`src/iaa_consts.vh`:
```
// Constants for the interrupt acknowledge and arbitration block.
// Assumes a single 50 MHz clock and a 2-bit Avalon-MM word address.
`ifndef IAA_CONSTS_VH
`define IAA_CONSTS_VH

// ==========================================================
// Register word indices
`define IAA_REG_CCR       2'h0
`define IAA_REG_ARB       2'h1
`define IAA_REG_STAT      2'h2
`define IAA_REG_PC        2'h3

// ==========================================================
// Field layout
`define IAA_MASK_HI       7
`define IAA_MASK_LO       5
`define IAA_BANK_HI       3
`define IAA_BANK_LO       0
`define IAA_ARB_W         4
`define IAA_LVL_W         3
`define IAA_VEC_W         8

// ==========================================================
// Reset values
`define IAA_MASK_RST      3'h7
`define IAA_BANK_RST      4'h0
`define IAA_ARB_SIM_RST   4'hF
`define IAA_ARB_MOD_RST   4'h0

// ==========================================================
// Acknowledge cycle encodings
`define IAA_FC_CPU        3'h7
`define IAA_ADDR_ONES     20'hFFFFF
`define IAA_ADDR_LSB      1'h1
`define IAA_LVL_NMI       3'h7
`define IAA_ARB_ZERO      4'h0
`define IAA_ARB_MSB       2'h3
`define IAA_SPUR_VEC      8'h18
`define IAA_AVEC_BASE     8'h18
`define IAA_VADDR_SHIFT   1

// ==========================================================
// Timing
`define IAA_CLK_NS        20
`define IAA_BMON_NS       1280
`define IAA_BMON_CYC      (`IAA_BMON_NS / `IAA_CLK_NS)

`endif

```
`src/iaa_req_qual.v`:
```
// Request qualifier: samples the seven request levels on falling edges.
// Assumes request levels are already merged, active high, clock-synchronous.
`timescale 1ns/1ps

module iaa_req_qual
(
  input  wire       ref_clk,  // System clock
  input  wire       rst_n,    // Synchronous reset, active low
  input  wire [7:1] lvl_in,   // Raw request per level
  output wire [7:1] lvl_ok    // Qualified request per level
);

  // ==========================================================
  // Per level sampling
  genvar g;
  generate
    for (g = 1; g <= 7; g = g + 1)
    begin : g_lvl
      reg s1_r;
      reg s2_r;
      // Two consecutive falling-edge samples filter a one-period glitch
      always @(negedge ref_clk)
      begin
        if (!rst_n)
        begin
          s1_r <= 1'b0;
          s2_r <= 1'b0;
        end
        else
        begin
          s1_r <= lvl_in[g];
          s2_r <= s1_r;
        end
      end
      assign lvl_ok[g] = s1_r & s2_r;
    end
  endgenerate

endmodule // iaa_req_qual

```
`src/iaa_ctrl.v`:
```
// Interrupt recognition, acknowledge cycle, arbitration and vectoring.
// Assumes synchronous request inputs and an Avalon-MM master for registers.
//
// Implementation choices: the Avalon-MM register port and the register addresses.
`timescale 1ns/1ps
`include "iaa_consts.vh"

module iaa_ctrl
#(
  parameter NMOD     = 3,               // Internal requesting modules
  parameter BMON_CYC = `IAA_BMON_CYC    // Bus monitor limit in cycles
)
(
  input  wire                ref_clk,          // System clock
  input  wire                rst_n,            // Synchronous reset, active low
  input  wire [1:0]          avs_address,      // Register word index
  input  wire                avs_read,         // Read strobe
  input  wire                avs_write,        // Write strobe
  input  wire [31:0]         avs_writedata,    // Write data
  output reg  [31:0]         avs_readdata,     // Read data
  output wire                avs_waitrequest,  // Stall
  input  wire [7:1]          irq_n,            // External requests, active low
  input  wire                pit_req,          // Timer request
  input  wire [2:0]          pit_lvl,          // Timer request level
  input  wire [7:0]          pit_vec,          // Timer vector
  input  wire [NMOD-1:0]     mod_req,          // Module requests
  input  wire [3*NMOD-1:0]   mod_lvl,          // Module levels
  input  wire [8*NMOD-1:0]   mod_vec,          // Module vectors
  input  wire [NMOD-1:0]     mod_avec,         // Module wants autovector
  input  wire                at_boundary,      // Instruction boundary reached
  output wire                stack_req,        // Save processor state
  input  wire                stack_done,       // State saved
  output reg  [2:0]          fc,               // Function code
  output reg  [23:0]         addr,             // Address bus
  output wire                ebi_cycle,        // Ack passed to external bus
  input  wire [7:0]          ebi_data,         // External vector
  input  wire                ebi_term,         // External termination
  input  wire                avec_n,           // Autovector request, active low
  output reg                 bus_err,          // Spurious bus error pulse
  output reg  [7:0]          vec_num,          // Vector number
  output reg  [23:0]         vec_addr,         // Vector address
  output wire                vec_fetch,        // Fetch vector table entry
  input  wire [15:0]         fetch_data,       // Fetched handler address
  input  wire                fetch_done,       // Fetch complete
  output reg  [15:0]         pc,               // Program counter
  output reg                 handler_go        // Handler entry pulse
);

  localparam S_IDLE  = 3'h0;
  localparam S_STACK = 3'h1;
  localparam S_ACK   = 3'h2;
  localparam S_ARB   = 3'h3;
  localparam S_RES   = 3'h4;
  localparam S_EXT   = 3'h5;
  localparam S_FETCH = 3'h6;
  localparam NC      = NMOD + 1;   // Contenders, index 0 is the unit
  localparam AW      = `IAA_ARB_W * NC;

  reg  [2:0]    state_r;
  reg  [2:0]    mask_r;
  reg  [2:0]    mask_q_r;
  reg  [3:0]    bank_r;
  reg  [AW-1:0] arb_r;
  reg  [2:0]    lvl_r;
  reg  [NC-1:0] cont_r;
  reg  [1:0]    bit_r;
  reg           nmi_r;
  reg           nmi_q_r;
  reg           spur_r;
  reg           done_r;
  reg  [15:0]   tmo_r;
  reg  [7:1]    pend_raw;
  reg  [2:0]    hit_lvl;
  reg           hit;
  reg  [NC-1:0] join_nxt;
  reg           wire_or;
  reg  [NC-1:0] win;
  reg  [3:0]    win_arb;
  reg  [7:0]    win_vec;
  reg           win_avec;
  wire [7:1]    pend;
  wire [7:0]    avec_num;
  integer       i;

  // ==========================================================
  // Bus slave: one wait cycle, write lands on the answering edge
  assign avs_waitrequest = (avs_read | avs_write) & ~done_r;
  wire acc = done_r & (avs_read | avs_write);
  wire wr  = acc & avs_write;

  // ==========================================================
  // Merge internal, timer and external requests per level
  always @*
  begin
    pend_raw = ~irq_n;
    for (i = 0; i < NMOD; i = i + 1)
      if (mod_req[i] && mod_lvl[3*i +: 3] != 3'h0)
        pend_raw[mod_lvl[3*i +: 3]] = 1'b1;
    if (pit_req && pit_lvl != 3'h0)
      pend_raw[pit_lvl] = 1'b1;
  end

  iaa_req_qual u_qual
  (
    .ref_clk (ref_clk),
    .rst_n   (rst_n),
    .lvl_in  (pend_raw),
    .lvl_ok  (pend)
  );

  // ==========================================================
  // Recognition: highest level above mask; level seven by event
  always @*
  begin
    hit     = 1'b0;
    hit_lvl = 3'h0;
    for (i = 1; i < 7; i = i + 1)
      if (pend[i] && i > mask_r)
      begin
        hit     = 1'b1;
        hit_lvl = i[2:0];
      end
    if (nmi_r)
    begin
      hit     = 1'b1;
      hit_lvl = `IAA_LVL_NMI;
    end
  end

  // ==========================================================
  // Contender set at the acknowledged level
  always @*
  begin
    join_nxt = {NC{1'b0}};
    // External and timer requests both count as the unit
    join_nxt[0] = (~irq_n[7:1] != 7'h00 && ~irq_n[lvl_r] == 1'b1)
                | (pit_req && pit_lvl == lvl_r);
    for (i = 0; i < NMOD; i = i + 1)
      join_nxt[i+1] = mod_req[i] && mod_lvl[3*i +: 3] == lvl_r;
  end

  // ==========================================================
  // Wired-OR of the bit under contention
  always @*
  begin
    wire_or = 1'b0;
    for (i = 0; i < NC; i = i + 1)
      if (cont_r[i] && arb_r[`IAA_ARB_W*i + bit_r])
        wire_or = 1'b1;
  end

  // ==========================================================
  // Winner pick; lowest index breaks an illegal tie
  always @*
  begin
    win      = {NC{1'b0}};
    win_arb  = `IAA_ARB_ZERO;
    win_vec  = `IAA_SPUR_VEC;
    win_avec = 1'b0;
    for (i = NC - 1; i >= 0; i = i - 1)
      if (cont_r[i])
      begin
        win     = {NC{1'b0}};
        win[i]  = 1'b1;
        win_arb = arb_r[`IAA_ARB_W*i +: `IAA_ARB_W];
      end
    for (i = 0; i < NMOD; i = i + 1)
      if (win[i+1])
      begin
        win_vec  = mod_vec[8*i +: 8];
        win_avec = mod_avec[i];
      end
  end

  assign avec_num  = `IAA_AVEC_BASE + {5'h00, lvl_r};
  assign stack_req = (state_r == S_STACK);
  assign ebi_cycle = (state_r == S_EXT);
  assign vec_fetch = (state_r == S_FETCH);

  // ==========================================================
  // Sequencer, registers and level-seven event tracking
  always @(posedge ref_clk)
  begin
    if (!rst_n)
    begin
      state_r      <= S_IDLE;
      mask_r       <= `IAA_MASK_RST;
      mask_q_r     <= `IAA_MASK_RST;
      bank_r       <= `IAA_BANK_RST;
      arb_r        <= {{(AW-`IAA_ARB_W){1'b0}}, `IAA_ARB_SIM_RST};
      lvl_r        <= 3'h0;
      cont_r       <= {NC{1'b0}};
      bit_r        <= `IAA_ARB_MSB;
      nmi_r        <= 1'b0;
      nmi_q_r      <= 1'b0;
      spur_r       <= 1'b0;
      done_r       <= 1'b0;
      tmo_r        <= 16'h0000;
      fc           <= 3'h0;
      addr         <= 24'h000000;
      bus_err      <= 1'b0;
      vec_num      <= 8'h00;
      vec_addr     <= 24'h000000;
      pc           <= 16'h0000;
      handler_go   <= 1'b0;
      avs_readdata <= 32'h00000000;
    end
    else
    begin
      done_r     <= (avs_read | avs_write) & ~done_r;
      bus_err    <= 1'b0;
      handler_go <= 1'b0;
      nmi_q_r    <= pend[7];
      mask_q_r   <= mask_r;
      // New assertion or mask drop from all ones re-arms level seven
      if ((pend[7] && !nmi_q_r) ||
          (pend[7] && mask_q_r == `IAA_LVL_NMI && mask_r != `IAA_LVL_NMI))
        nmi_r <= 1'b1;
      else if (state_r == S_ACK && lvl_r == `IAA_LVL_NMI)
        nmi_r <= 1'b0;

      // Register writes; sequencer updates below take precedence
      if (wr && avs_address == `IAA_REG_CCR)
      begin
        mask_r <= avs_writedata[`IAA_MASK_HI:`IAA_MASK_LO];
        bank_r <= avs_writedata[`IAA_BANK_HI:`IAA_BANK_LO];
      end
      else if (wr && avs_address == `IAA_REG_ARB)
        arb_r <= avs_writedata[AW-1:0];

      // Read mux; all four words are mapped, unused bits read zero
      if (avs_address == `IAA_REG_CCR)
        avs_readdata <= {24'h000000, mask_r, 1'b0, bank_r};
      else if (avs_address == `IAA_REG_ARB)
        avs_readdata <= {{(32-AW){1'b0}}, arb_r};
      else if (avs_address == `IAA_REG_STAT)
        avs_readdata <= {15'h0000, spur_r, vec_num, 2'h0, lvl_r, state_r};
      else
        avs_readdata <= {16'h0000, pc};

      case (state_r)
        S_IDLE:
        begin
          if (at_boundary && hit)
          begin
            lvl_r   <= hit_lvl;
            state_r <= S_STACK;
          end
        end
        S_STACK:
        begin
          if (stack_done)
          begin
            bank_r  <= `IAA_BANK_RST;
            fc      <= `IAA_FC_CPU;
            addr    <= {`IAA_ADDR_ONES, lvl_r, `IAA_ADDR_LSB};
            state_r <= S_ACK;
          end
        end
        S_ACK:
        begin
          mask_r  <= addr[3:1];
          cont_r  <= join_nxt;
          bit_r   <= `IAA_ARB_MSB;
          state_r <= S_ARB;
        end
        S_ARB:
        begin
          // Withdraw on a dominant one that this contender did not drive
          for (i = 0; i < NC; i = i + 1)
            if (wire_or && !arb_r[`IAA_ARB_W*i + bit_r])
              cont_r[i] <= 1'b0;
          bit_r <= bit_r - 2'h1;
          if (bit_r == 2'h0)
            state_r <= S_RES;
        end
        S_RES:
        begin
          spur_r <= 1'b0;
          tmo_r  <= 16'h0000;
          if (cont_r == {NC{1'b0}})
          begin
            bus_err <= 1'b1;
            spur_r  <= 1'b1;
            vec_num <= `IAA_SPUR_VEC;
            state_r <= S_FETCH;
          end
          else if (win_arb == `IAA_ARB_ZERO)
          begin
            spur_r  <= 1'b1;
            vec_num <= `IAA_SPUR_VEC;
            state_r <= S_FETCH;
          end
          else if (win[0] && pit_req && pit_lvl == lvl_r)
          begin
            vec_num <= pit_vec;
            state_r <= S_FETCH;
          end
          else if (win[0])
            state_r <= S_EXT;
          else
          begin
            vec_num <= win_avec ? avec_num : win_vec;
            state_r <= S_FETCH;
          end
        end
        S_EXT:
        begin
          tmo_r <= tmo_r + 16'h0001;
          if (!avec_n)
          begin
            vec_num <= avec_num;
            state_r <= S_FETCH;
          end
          else if (ebi_term)
          begin
            vec_num <= ebi_data;
            state_r <= S_FETCH;
          end
          else if (tmo_r == BMON_CYC[15:0] - 16'h0001)
          begin
            bus_err <= 1'b1;
            spur_r  <= 1'b1;
            vec_num <= `IAA_SPUR_VEC;
            state_r <= S_FETCH;
          end
        end
        S_FETCH:
        begin
          fc       <= 3'h0;
          addr     <= 24'h000000;
          vec_addr <= {16'h0000, vec_num} << `IAA_VADDR_SHIFT;
          if (fetch_done)
          begin
            pc         <= fetch_data;
            handler_go <= 1'b1;
            state_r    <= S_IDLE;
          end
        end
        default:
          state_r <= S_IDLE;
      endcase
    end
  end

endmodule // iaa_ctrl

```
`config.mk`:
```
export PLATFORM = sky130hd
export DESIGN_NAME = iaa_ctrl
export DESIGN_NICKNAME = d
export VERILOG_FILES = /design/src/iaa_req_qual.v /design/src/iaa_ctrl.v
export VERILOG_INCLUDE_DIRS = /design/src
export SDC_FILE = /design/constraint.sdc
export NUM_CORES = 1
export LEC_CHECK = 0
export BUFFER_PORTS_ARGS = -buffer_cell sky130_fd_sc_hd__buf_2
export CORE_UTILIZATION = 47
export CTS_BUF_LIST = sky130_fd_sc_hd__clkbuf_8
export CTS_CLUSTER_SIZE = 12
export DETAILED_ROUTE_END_ITERATION = 16
export HOLD_SLACK_MARGIN = 0.05
export MAX_ROUTING_LAYER = met4
export PLACE_DENSITY = 0.79
export SLEW_MARGIN = 20
export SYNTH_ARGS = -nofsm -noshare
export SYNTH_HDL_FRONTEND = slang
export SYNTH_SLANG_ARGS = --single-unit
```
`constraint.sdc`:
```
create_clock -name ref_clk -period 2.1 [get_ports ref_clk]
set_clock_uncertainty 0.2 [all_clocks]
set_input_delay 0.105 -clock ref_clk [delete_from_list [all_inputs] [get_ports ref_clk]]
set_output_delay 0.105 -clock ref_clk [all_outputs]
set_load 0.01 [all_outputs]
```
# Word level (Yosys, flattened, before mapping)
# Cells that the tools add are included.
[word_totals]
register_bits = 165
elab_cells = 297
[classes]
addsub = 6
order_cmp = 19
eq_ne = 29
muxes = 108
bitwise_logic = 22
reduce_logical = 72
[op_table]
columns = ["op", "n"]
rows = [
  ["$mux W8", 12],
  ["$mux W3", 16],
  ["$pmux W24 S2", 1],
  ["$mux W4", 11],
  ["$mux W1", 40],
  ["$logic_and A1 B1 Y1", 36],
  ["$mux W16", 2],
  ["$pmux W16 S2", 1],
  ["$mux W7", 4],
  ["$or A7 B7 Y7", 4],
  ["$mux W24", 1],
  ["$pmux W3 S7", 1],
  ["$lt A3 B4 Y1 const B", 5],
  ["$reduce_and A2 Y1", 9],
  ["$add A16 B1 Y16 const B", 1],
  ["$eq A16 B6 Y1 const B", 1],
  ["$pmux W8 S2", 1],
  ["$eq A3 B3 Y1 const B", 5],
  ["$ne A2 B2 Y1 const B", 7],
  ["$bmux W1 S4", 3],
  ["$demux W1 S3", 4],
  ["$eq A3 B3 Y1", 4],
  ["$ge A3 B1 Y1 const B", 4],
  ["$reduce_bool A3 Y1", 4],
  ["42 further kinds", 79],
]

# Longest topological paths before layout
[logic_depth]
word_depth = 13
ltp_mapped = 9
mapped_depth_nobuf = 8

# Hierarchy
# From an unflattened synthesis, not the netlist that was laid out.
[unflattened]
cells_unflattened = 837
area_unflattened_um2 = 6764.0
[modules_own_cells]
columns = ["module", "instances", "cells_per_inst", "area_per_inst_um2", "seq_area_each_um2"]
rows = [
  ["iaa_ctrl", 1, 800, 6324.8, 2262.2],
  ["iaa_req_qual", 1, 37, 439.2, 280.3],
]

==> metrics.txt <==
status=complete, but fails checks; failing checks=setup timing; CP arrival=between 2 and 3 ns; Routed WL=23.40 mm; Detailed Routing Iterations Pass 1=7; count of cell types in the netlist=between 60 and 70; DRT iter0 DRCs=a little under 600; number of synthesized flops with an enable pin=0; CP Launch Type=register; cell row count=43; synth warn=0; Synth area leaders=dfxtp_1 38%, nand2_1 8.4%, a21oi_1 6.7%, buf_4 6.0%, nor2_1 4.2%; Synth Flop Type=dfxtp_1; grt ovf=0; simple-gate area share of the yosys netlist=roughly 25%; post-synthesis mux area share=approximately 7.3%; clock root buffer=clkbuf_8; Routed WL per cell=around 17 um; Worst Path Required=between 2 and 2.5 ns; crit path max fanout=2; worst-margin pin slew=~0.80 ns; ys async rst share=0%; global-route wire length before repair=35.97 mm; area fraction in compound gates after synthesis=between 10% and 20%; Layout Nets=between 1,000 and 1,500; gp weighted congestion=0.9075; crit path cell chain=and3b_2 > a22oi_2 > nand4_1 > nor4_2 > or4_1 > a21oi_2; largest net degree at the start of global routing=40; dpl hpwl=between 15 and 20 mm; CP max stage cell=or4_1; RSZ-0062 raised after global routing=true; Peak supply drop=0.5540 mV; largest family of logic cells by synthesized area=simple AND/OR/NAND/NOR gates; share of cells above drive strength 1=31.81%; Setup WS post-layout=-0.5758 ns; top cell type by total area after synthesis=dfxtp_1; Slew Limit Fails=0; post-route ant nets=0; gr usage total=between 30% and 40%; top cell type's share of synthesized area=between 30% and 40%; IO Count=~240; total CTS buffers=17; power density cells=between 500 and 600 nW/um^2; antenna cells=0; commonest non-fill, non-tap cell in the layout=buf_2; via count=7,583; WS Path Type=register to register; core area=13,930 um^2; Hold Fails Final Rpt=0; Mean Syn Cell Area=7.871 um^2; Layout area overhead=41.36%; CTS H-tree depth=4; Pleak=4.354 nW; DRC Markers=0; crit end category=register; die area=14,870 um^2; worst-skew pair later-pin latency=0.47 ns; port bufs=190; Final Non-Filler Cells=around 1,400; hold crit path type=input port to register; Placed Instances=between 1,000 and 1,500; Die Wd=between 100 and 150 um; Sink Count=~130; Max clock buf depth=2; Netlist Area Pre-Place=6761 um^2; slew margin rel.=46.36%; initial antenna violation count=0; Max-Cap Viols=0; Worst-path clk slew=about 0.080 ns; max incr delay on CP=0.41 ns; XOR/XNOR Fraction of Synth Area=between 1.5 and 2%; most frequent cells in the layout=190 x buf_2, 151 x nand2_1, 121 x dfxtp_1; initial core utilization=approximately half; flops & latches, synth=around 130; register area share after synthesis=a little under two fifths; final core occ=between 60% and 70%; Post-Synth Adder-Cell Area=0.3701%; CTS tree=built; Post-Syn Instances=approximately 860; vias in the first global route=between 7,000 and 8,000; drt via density=approximately 5.6; Die H=121.9 um; count of endpoints failing setup in the final report=8
-- final timing paths --
| path | start | endpoint | slack (ns) | cells past startpoint |
|---|---|---|---|---|
| max | u_qual.g_lvl[3].s1_r | state_r[0] | -0.58 | 6 |
| min | mod_vec[14] | vec_num[6] | 0.07 | 7 |
| max reg2reg | u_qual.g_lvl[3].s1_r | state_r[0] | -0.58 | 6 |
| min reg2reg | u_qual.g_lvl[7].s1_r | u_qual.g_lvl[7].s2_r | 0.25 | 1 |
-- synthesized netlist by cell type (3+ instances only) --
cell	instances
nand2_1	152
dfxtp_1	127
a21oi_1	91
nor2_1	76
buf_4	54
clkbuf_1	38
nand3_1	35
o21ai_0	30
and2_1	16
mux2_2	14
inv_1	13
mux2i_1	13
nor3_1	12
nor2b_1	11
a31oi_1	10
and3_1	10
nand2b_1	10
a22oi_1	9
buf_2	9
mux4_2	9
xor2_1	8
a32oi_1	7
nor4_1	7
buf_1	6
nand4_1	6
xnor2_1	6
nand3b_1	5
o22ai_1	5
a221oi_1	4
a2bb2oi_1	4
a311oi_1	4
a41oi_1	4
or3_1	4
a21o_1	3
and3b_1	3
nand4b_1	3
nor3b_1	3
o211ai_1	3
or4_1	3
-- state kept, by name, summed over array words and instances (netlist names) --
signal             count
u_qual.g_lvl.s2_r      7
fc                     1
mask_r                 3
nmi_q_r                1
vec_num                8
mask_q_r               3
avs_readdata          17
tmo_r                 16
u_qual.g_lvl.s1_r      7
state_r                3
spur_r                 1
handler_go             1
arb_r                 16
lvl_r                  3
nmi_r                  1
done_r                 1
pc                    16
vec_addr               8
bank_r                 4
bus_err                1
addr                   3
bit_r                  2
cont_r                 4
-- layout make-up --
class                   instances  area [um^2]
fillers                      1079         4377
multi-input cells             640         3850
flip-flops and latches        127         2555
repair buffers                353         2395
clock buffers                  18        247.7
clock inverters                28        236.5
well taps                     180        225.2
inverters                      13        48.80
-- metal layers --
layer  GRT usage [%]  vias up  wire length, um
met3           9.223      109             2217
met5               -        -                0
met4           16.28        0             1008
li1                -     3545                -
met1           38.15     3479             9349
met2           50.92      450            10820
-- where the power goes --
group          switching, mW  internal [mW]  total [mW]
clock                   1.10           1.35        2.45
combinational          0.316          0.305       0.620
sequential            0.0242           2.45        2.47
total                   1.44           4.10        5.54
-- kinds of logic (layout without fill, tap and decap cells) --
logic type               count (synthesis)  after routing
AND/OR/NAND/NOR                        363            363
AO/OA/AOI/OAI                          194            194
flip-flops                             127            127
buffers and inverters                  122            412
multiplexers                            36             36
XOR/XNOR                                14             14
adder cells (fa/ha/maj)                  2              2
other                                    1             31
-- stage by stage --
| step | cell area [um^2] | hold WS (ns) | setup TNS (ns) | worst slack, ns | total power [mW] |
|---|---|---|---|---|---|
| floorplan | 6887 | 0.02915 | -2.434 | -0.5424 | 2.851 |
| global placement | 8078 | 0.1459 | -3.836 | -0.5384 | 3.052 |
| detailed placement | 8078 | 0.1516 | -4.146 | -0.5590 | 3.053 |
| CTS | 9412 | 0.05244 | -2.554 | -0.5312 | 5.520 |
| global route | 9558 | 0.1125 | -3.668 | -0.6421 | 5.738 |
| finish | 9558 | 0.07163 | -3.010 | -0.5758 | 5.541 |
-- what timing repair did --
item,in CTS,in global routing
setup buffers,3,3
setup endpoints to repair,14,25
pin swaps,11,12
resized for setup,19,35
hold endpoints to repair,76,0
hold buffers,76,0
-- critical path, delay by kind of cell, from the launching register on --
| kind | cells | cell delay [ns] |
|---|---|---|
| AOI/OAI and AO/OA | 2 | 0.21 |
| DFF | 1 | 0.32 |
| and+or+nand+nor | 4 | 0.83 |
Note: power is estimated with default switching activity, not from simulation.
